--- config.mk ---
export PLATFORM = sky130hd
export DESIGN_NAME = pdc_ctrl_flat
export DESIGN_NICKNAME = d
export VERILOG_FILES = /design/src/rtl/pdc_pkg.sv /design/src/rtl/pdc_if.sv /design/src/rtl/pdc_ctrl.sv /design/src/flat_wrapper.sv
export SDC_FILE = /design/constraint.sdc
export NUM_CORES = 1
export LEC_CHECK = 0
export ABC_CLOCK_PERIOD_IN_PS = 3600
export BUFFER_PORTS_ARGS = -buffer_cell sky130_fd_sc_hd__buf_2
export CAP_MARGIN = 20
export CORE_UTILIZATION = 53
export DETAILED_ROUTE_END_ITERATION = 6
export PLACE_DENSITY = 0.9
export SLEW_MARGIN = 20
export SYNTH_ARGS = -nofsm -noshare
export SYNTH_HDL_FRONTEND = slang
export SYNTH_SLANG_ARGS = --single-unit
export TNS_END_PERCENT = 20
--- constraint.sdc ---
create_clock -name CLK -period 3.6 [get_ports CLK]
set_input_delay 0 -clock CLK [delete_from_list [all_inputs] [get_ports CLK]]
set_output_delay 0 -clock CLK [all_outputs]
set_load 0.1 [all_outputs]
--- src/rtl/pdc_pkg.sv ---
package pdc_pkg;

   // Counter width and fixed count values
   localparam int PDC_W = 8;
   localparam logic [7:0] PDC_MAX = 8'hFF;
   localparam logic [7:0] PDC_ZERO = 8'h00;
   localparam logic [7:0] PDC_ONE = 8'h01;

   // Counter action chosen by the control pins, strongest first
   typedef enum logic [2:0] {
      PDC_M_CLEAR = 3'b000,
      PDC_M_ALOAD = 3'b001,
      PDC_M_SLOAD = 3'b010,
      PDC_M_COUNT = 3'b011,
      PDC_M_HOLD = 3'b100
   } pdc_mode_e;

   // Controller register byte offsets on APB
   localparam logic [7:0] PDC_OFF_CTRL = 8'h00;
   localparam logic [7:0] PDC_OFF_PRESET = 8'h04;
   localparam logic [7:0] PDC_OFF_STATUS = 8'h08;
   localparam logic [7:0] PDC_OFF_MASK = 8'h0C;
   localparam logic [7:0] PDC_OFF_ZCOUNT = 8'h10;

   // Control register fields
   localparam int PDC_CTRL_RUN = 0;
   localparam int PDC_CTRL_SLOAD = 1;
   localparam int PDC_CTRL_ALOAD = 2;
   localparam int PDC_CTRL_CLEAR = 3;
   localparam int PDC_CTRL_W = 4;
   localparam logic [3:0] PDC_CTRL_RST = 4'h0;

   // Status and mask fields
   localparam int PDC_ST_ZERO = 0;
   localparam int PDC_ST_LOAD = 1;
   localparam int PDC_ST_W = 2;
   localparam logic [1:0] PDC_ST_RST = 2'h0;

   // Zero event counter width and reset
   localparam int PDC_ZC_W = 16;
   localparam logic [15:0] PDC_ZC_RST = 16'h0000;
   localparam logic [15:0] PDC_ZC_ONE = 16'h0001;

endpackage

--- src/rtl/pdc_if.sv ---
`timescale 1ns/1ps
`default_nettype none

// Pin bundle between the counter and the logic driving it
interface pdc_if;
   logic clear_to_max_n;
   logic async_load_n;
   logic sync_load_n;
   logic count_enable_n;
   logic [7:0] preset_value_in;
   logic zero_detect_n;

   // Counter end
   modport dev (
      input clear_to_max_n,
      input async_load_n,
      input sync_load_n,
      input count_enable_n,
      input preset_value_in,
      output zero_detect_n
   );

   // Controlling end
   modport ctl (
      output clear_to_max_n,
      output async_load_n,
      output sync_load_n,
      output count_enable_n,
      output preset_value_in,
      input zero_detect_n
   );
endinterface

`default_nettype wire

--- src/rtl/pdc_ctrl.sv ---
`timescale 1ns/1ps
`default_nettype none

module pdc_ctrl (
   input wire logic CLK,
   input wire logic RST_N,
   pdc_if.ctl pins,
   input wire logic PSEL,
   input wire logic PENABLE,
   input wire logic PWRITE,
   input wire logic [7:0] PADDR,
   input wire logic [31:0] PWDATA,
   output logic [31:0] PRDATA,
   output logic PREADY,
   output logic PSLVERR,
   output logic IRQ
);
   import pdc_pkg::*;

   // Whole state of the controller
   typedef struct packed {
      logic [PDC_CTRL_W-1:0] ctrl;
      logic [7:0] preset;
      logic [PDC_ST_W-1:0] status;
      logic [PDC_ST_W-1:0] mask;
      logic [PDC_ZC_W-1:0] zcount;
      logic sload;
      logic ack;
      logic err;
      logic [31:0] rdata;
   } pdc_ctl_s;

   localparam pdc_ctl_s PDC_CTL_RST = '{
      ctrl: PDC_CTRL_RST,
      preset: PDC_ZERO,
      status: PDC_ST_RST,
      mask: PDC_ST_RST,
      zcount: PDC_ZC_RST,
      sload: 1'b0,
      ack: 1'b0,
      err: 1'b0,
      rdata: 32'h0000_0000
   };

   pdc_ctl_s st;
   pdc_ctl_s next_st;
   logic first;
   logic wr;
   logic [PDC_ST_W-1:0] ev;

   // Address decode used for both writes and error flag
   function automatic logic pdc_mapped(input logic [7:0] a);
      return (a == PDC_OFF_CTRL) || (a == PDC_OFF_PRESET) ||
             (a == PDC_OFF_STATUS) || (a == PDC_OFF_MASK) ||
             (a == PDC_OFF_ZCOUNT);
   endfunction

   // Access takes one wait state so read data comes from a flip-flop
   always_comb
   begin
      first = PSEL & PENABLE & ~st.ack;
      wr = PSEL & PENABLE & st.ack & PWRITE & pdc_mapped(PADDR);
      // Zero detect is sampled on the clock, which hides chain spikes
      ev = '0;
      ev[PDC_ST_ZERO] = ~pins.zero_detect_n;
      ev[PDC_ST_LOAD] = st.sload;
   end

   // Next state: bus, events, pin pulse
   always_comb
   begin
      next_st = st;
      next_st.ack = first;
      next_st.sload = 1'b0;
      if (first)
      begin
         next_st.err = ~pdc_mapped(PADDR);
         next_st.rdata = 32'h0000_0000;
         case (PADDR)
            PDC_OFF_CTRL: next_st.rdata[PDC_CTRL_W-1:0] = st.ctrl;
            PDC_OFF_PRESET: next_st.rdata[7:0] = st.preset;
            PDC_OFF_STATUS: next_st.rdata[PDC_ST_W-1:0] = st.status;
            PDC_OFF_MASK: next_st.rdata[PDC_ST_W-1:0] = st.mask;
            PDC_OFF_ZCOUNT: next_st.rdata[PDC_ZC_W-1:0] = st.zcount;
            default: next_st.rdata = 32'h0000_0000;
         endcase
      end
      if (wr)
      begin
         case (PADDR)
            PDC_OFF_CTRL:
            begin
               next_st.ctrl = PWDATA[PDC_CTRL_W-1:0];
               next_st.ctrl[PDC_CTRL_SLOAD] = 1'b0;
               next_st.sload = PWDATA[PDC_CTRL_SLOAD];
            end
            PDC_OFF_PRESET: next_st.preset = PWDATA[7:0];
            PDC_OFF_STATUS: next_st.status = st.status & ~PWDATA[PDC_ST_W-1:0];
            PDC_OFF_MASK: next_st.mask = PWDATA[PDC_ST_W-1:0];
            default: next_st.ctrl = st.ctrl;
         endcase
      end
      // Set wins over a write-one clear in the same cycle
      next_st.status = next_st.status | ev;
      if (ev[PDC_ST_ZERO])
      begin
         next_st.zcount = st.zcount + PDC_ZC_ONE;
      end
   end

   always_ff @(posedge CLK or negedge RST_N)
   begin
      if (!RST_N)
      begin
         st <= PDC_CTL_RST;
      end
      else
      begin
         st <= next_st;
      end
   end

   // Pins from flip-flops, every control driven active low
   always_comb
   begin
      pins.clear_to_max_n = ~st.ctrl[PDC_CTRL_CLEAR];
      pins.async_load_n = ~st.ctrl[PDC_CTRL_ALOAD];
      pins.sync_load_n = ~st.sload;
      pins.count_enable_n = ~st.ctrl[PDC_CTRL_RUN];
      pins.preset_value_in = st.preset;
      PRDATA = st.rdata;
      PREADY = st.ack;
      PSLVERR = st.ack & st.err;
      IRQ = |(st.status & st.mask);
   end

endmodule

`default_nettype wire

--- src/flat_wrapper.sv ---
// flat-port wrapper written by rule: the top's interface ports become plain ports
module pdc_ctrl_flat import pdc_pkg::*;
  (CLK, RST_N, PSEL, PENABLE, PWRITE, PADDR, PWDATA, PRDATA, PREADY, PSLVERR, IRQ, pins_clear_to_max_n, pins_async_load_n, pins_sync_load_n, pins_count_enable_n, pins_preset_value_in, pins_zero_detect_n);
  pdc_if pins_i ();
  input wire logic CLK;
  input wire logic RST_N;
  input wire logic PSEL;
  input wire logic PENABLE;
  input wire logic PWRITE;
  input wire logic [7:0] PADDR;
  input wire logic [31:0] PWDATA;
  output logic [31:0] PRDATA;
  output logic PREADY;
  output logic PSLVERR;
  output logic IRQ;
  output wire logic [$bits(pins_i.clear_to_max_n)-1:0] pins_clear_to_max_n;
  output wire logic [$bits(pins_i.async_load_n)-1:0] pins_async_load_n;
  output wire logic [$bits(pins_i.sync_load_n)-1:0] pins_sync_load_n;
  output wire logic [$bits(pins_i.count_enable_n)-1:0] pins_count_enable_n;
  output wire logic [$bits(pins_i.preset_value_in)-1:0] pins_preset_value_in;
  input wire logic [$bits(pins_i.zero_detect_n)-1:0] pins_zero_detect_n;
  assign pins_clear_to_max_n = pins_i.clear_to_max_n;
  assign pins_async_load_n = pins_i.async_load_n;
  assign pins_sync_load_n = pins_i.sync_load_n;
  assign pins_count_enable_n = pins_i.count_enable_n;
  assign pins_preset_value_in = pins_i.preset_value_in;
  assign pins_i.zero_detect_n = pins_zero_detect_n;
  pdc_ctrl u_core (.CLK(CLK), .RST_N(RST_N), .pins(pins_i), .PSEL(PSEL), .PENABLE(PENABLE), .PWRITE(PWRITE), .PADDR(PADDR), .PWDATA(PWDATA), .PRDATA(PRDATA), .PREADY(PREADY), .PSLVERR(PSLVERR), .IRQ(IRQ));
endmodule
==> results.md <==
- Status: finished clean
- Yosys cell types: 40
- Global-route wire length before repair: 8217 um
- PortBufs: 52
- Routability congestion estimate: 0.8854
- DRT iter0 DRCs: 146
- Core area: 4504 um^2
- Cell type with the highest aggregate area in the netlist: dfrtp_1
- Combinational share of power: 18.9%
- Setup bufs post-CTS: 0
- Slowest-stage cell, CP: dlygate4sd3_1
- Post-DP HPWL: 3404 um
- Final period util: 46.22%
- R2R Setup Slk: 1.94 ns
- Setup violators final: 0
- Syn_area_per_cell: 11.41 um^2
- Tightest Pin Transition: 0.6196 ns
- Internal: 0.8253 mW
- # DRC: 0
- Setup Skew: 0.008429 ns
- Hold_buf cts: 11
- Rows: 24
- Starting Density: 56.72%
- Total GRT Usage: 20.94%
- Area Growth Syn to Fin: 9.599%
- Fin. max-slew vios: 0
- Grt total ovfl: 0
- Mapped Cells: 224
- DR pass1 iterations: 4
- Cell count of the worst reg-to-reg path: 4
- RSZ-0062 raised after global routing: no
- Worst hold slack: 0.05636 ns
- Final hold violations: 0
- Vias in the first global route: 1753
- Max VDD drop: 0.0003023 V
- Vias: 1747
- Psw: 0.3833 mW
- Pleak: 1.474 nW
- Worst Hold Class: in2reg
- PostCTS Resize Cnt: 0
- Layout cell share with drive strength beyond 1: 31.94%
- Yosys reg bits: 50
- Hold Path Origin: PADDR[3]
- Clock share of power: 27.3%
- Fmax: 601.0 MHz
- Largest net degree at the start of global routing: 51
- Net count, final: 309
- R2r endpoint: u_core.st[53]
- Minimum clock period: 1.664 ns
- Die Area: 5102 um^2
- Critical-path cell list: nand4_1 > nor4_1 > a31oi_1 > dlygate4sd3_1
- Yosys top cell area share: 48.97%
- Top cells by area, synth: dfrtp_1 (49%), buf_4 (13%), mux2_2 (7.1%), a22o_1 (4.8%), xnor2_1 (3.4%)
- Hold path depth: 2
- Bufs and invs on worst path: 1
- Max cap viols: 0
- YS warnings: 0
- CTS Buffer Depth: 2
- Sw Ratio: 31.72%
- Power density over the cells: 431.6 nW/um^2
- Endpoint class of the critical path: flop
- Die height: 71.43 um
- Cell Area, Synth: 2555 um^2
- CP max FO: 5
- Routed Antenna Nets: 0
- CTS clk-pin slew, worst paths: 0.09 ns
- CP startpoint kind: flop
- IO Count: 93
- Sequential fraction of the synthesis area: 48.97%
- Total negative slack: 0 ns
- CP arrival: 1.86 ns
- Sequential group share of total power: 53.7%
- Worst-Skew Late Latency: 0.30 ns
- Antenna Cells: 0
- Via/cell ratio: 5.546
- Clock sinks: 50
- CTS buffer count: 5
- Initial antenna violation count: 0
- Total wire length: 4978 um
- Max incr delay on CP: 0.56 ns
- Slew margin rel.: 58.70%
- TritonCTS clock tree: built
- WL/cell: 15.80 um
- WS Path Type: reg2reg
- Hold Path Sink: u_core.PRDATA[2]
- Clock root buffer: clkbuf_8
- Family with the most delay on the worst path: buffers and inverters
- Die width: 71.43 um
- Number of H-tree levels: 2
- Worst Path Required: 3.80 ns
- R2r startpoint: u_core.PREADY
[cells in the mapped netlist (all sizes together)]
cell    instances
o21ai           2
nand4           4
ha              1
dfrtp          50
nor4            3
nor2            9
and4            3
conb            1
a21oi           1
a22o           14
buf            45
a22oi           2
inv             8
nor3            2
or2             1
o41ai           2
mux2i           3
nand3           9
nand2          13
xor2            5
nand2b          1
and4b           1
clkbuf          2
a31oi           4
o311ai          1
xnor2          10
and2b           1
and3b           1
and2            1
and3            2
a21o            4
mux2           16
nor2b           2
[metrics by stage]
stage | cell area (um^2) | total power [mW] | util (%) | cells | setup slack, ns
after floorplan | 2611 | 0.8359 | - | 239 | 1.587
after global placement | 2596 | 0.8647 | 57.64 | 296 | 2.092
after detailed placement | 2596 | 0.8744 | 57.64 | 296 | 2.070
after CTS | 2798 | 1.212 | 62.11 | 315 | 1.957
after global routing | 2800 | 1.260 | 62.17 | 315 | 1.855
final | 2800 | 1.209 | 62.17 | 315 | 1.936
[placed cells by master, fill, tap and decap left out, types with 4 or more instances in the layout]
master	count
nor2_1	9
inv_1	7
conb_1	16
nand3_1	7
xor2_1	5
a22o_1	14
nand2_1	13
a31oi_1	4
xnor2_1	10
buf_2	51
a21o_1	4
clkbuf_8	6
dfrtp_1	50
nand4_1	4
dlygate4sd3_1	11
mux2_2	16
[flip-flops by register name (all words and copies together), names as in the netlist]
register,cells
u_core.PREADY,1
u_core.st,24
u_core.pins.preset_value_in,8
u_core.ev,1
u_core.PRDATA,16
[how the worst max path moves through the flow]
| stage | start | to | slack [ns] | cells past startpoint |
|---|---|---|---|---|
| after floorplan | u_core.PREADY | u_core.PRDATA[7] | 1.59 | 6 |
| final | u_core.PREADY | u_core.st[53] | 1.94 | 4 |
| after detailed placement | u_core.PREADY | u_core.PRDATA[4] | 2.07 | 5 |
| after global routing | u_core.PREADY | u_core.st[53] | 1.85 | 4 |
| after CTS | u_core.PREADY | u_core.st[53] | 1.96 | 4 |
| after global placement | u_core.PREADY | u_core.PRDATA[4] | 2.09 | 5 |
[logic make-up (layout without fill, tap and decap cells)]
family                     Yosys count  in the layout  synth area share (%)
buffers and inverters               55             79                 14.50
and+or+nand+nor                     53             53                 13.37
DFF                                 50             50                 48.97
AOI/OAI and AO/OA                   30             30                 9.158
muxes                               19             19                 8.227
xor gates and xnor gates            15             15                 5.142
adders and majority gates            1              1                0.4896
other                                1             16                0.1468
[power groups by stage]
stage | clock network (mW) | logic (mW) | registers, mW
6_report | 0.330 | 0.229 | 0.649
5_1_grt | 0.359 | 0.245 | 0.656
4_1_cts | 0.336 | 0.228 | 0.648
3_5_place_dp | 0 | 0.216 | 0.659
3_3_place_gp | 0 | 0.211 | 0.654
2_1_floorplan | 0 | 0.185 | 0.651
[layout make-up]
| cell class | count | area, um^2 |
|---|---|---|
| Fill cell | 355 | 1704 |
| Sequential cell | 50 | 1251 |
| Multi-Input combinational cell | 134 | 989.7 |
| Timing Repair Buffer | 63 | 372.9 |
| Clock buffer | 7 | 86.33 |
| Tap cell | 52 | 65.06 |
| Inverter | 8 | 30.03 |
| Clock inverter | 1 | 5.005 |
[metal layers]
layer / global-route usage [%] / routed length [um]
met5: 0 / 0
met1: 25.59 / 2021
met4: 9.778 / 151
met2: 36.83 / 2492
met3: 2.813 / 312
Note: power is estimated with default switching activity, not from simulation.
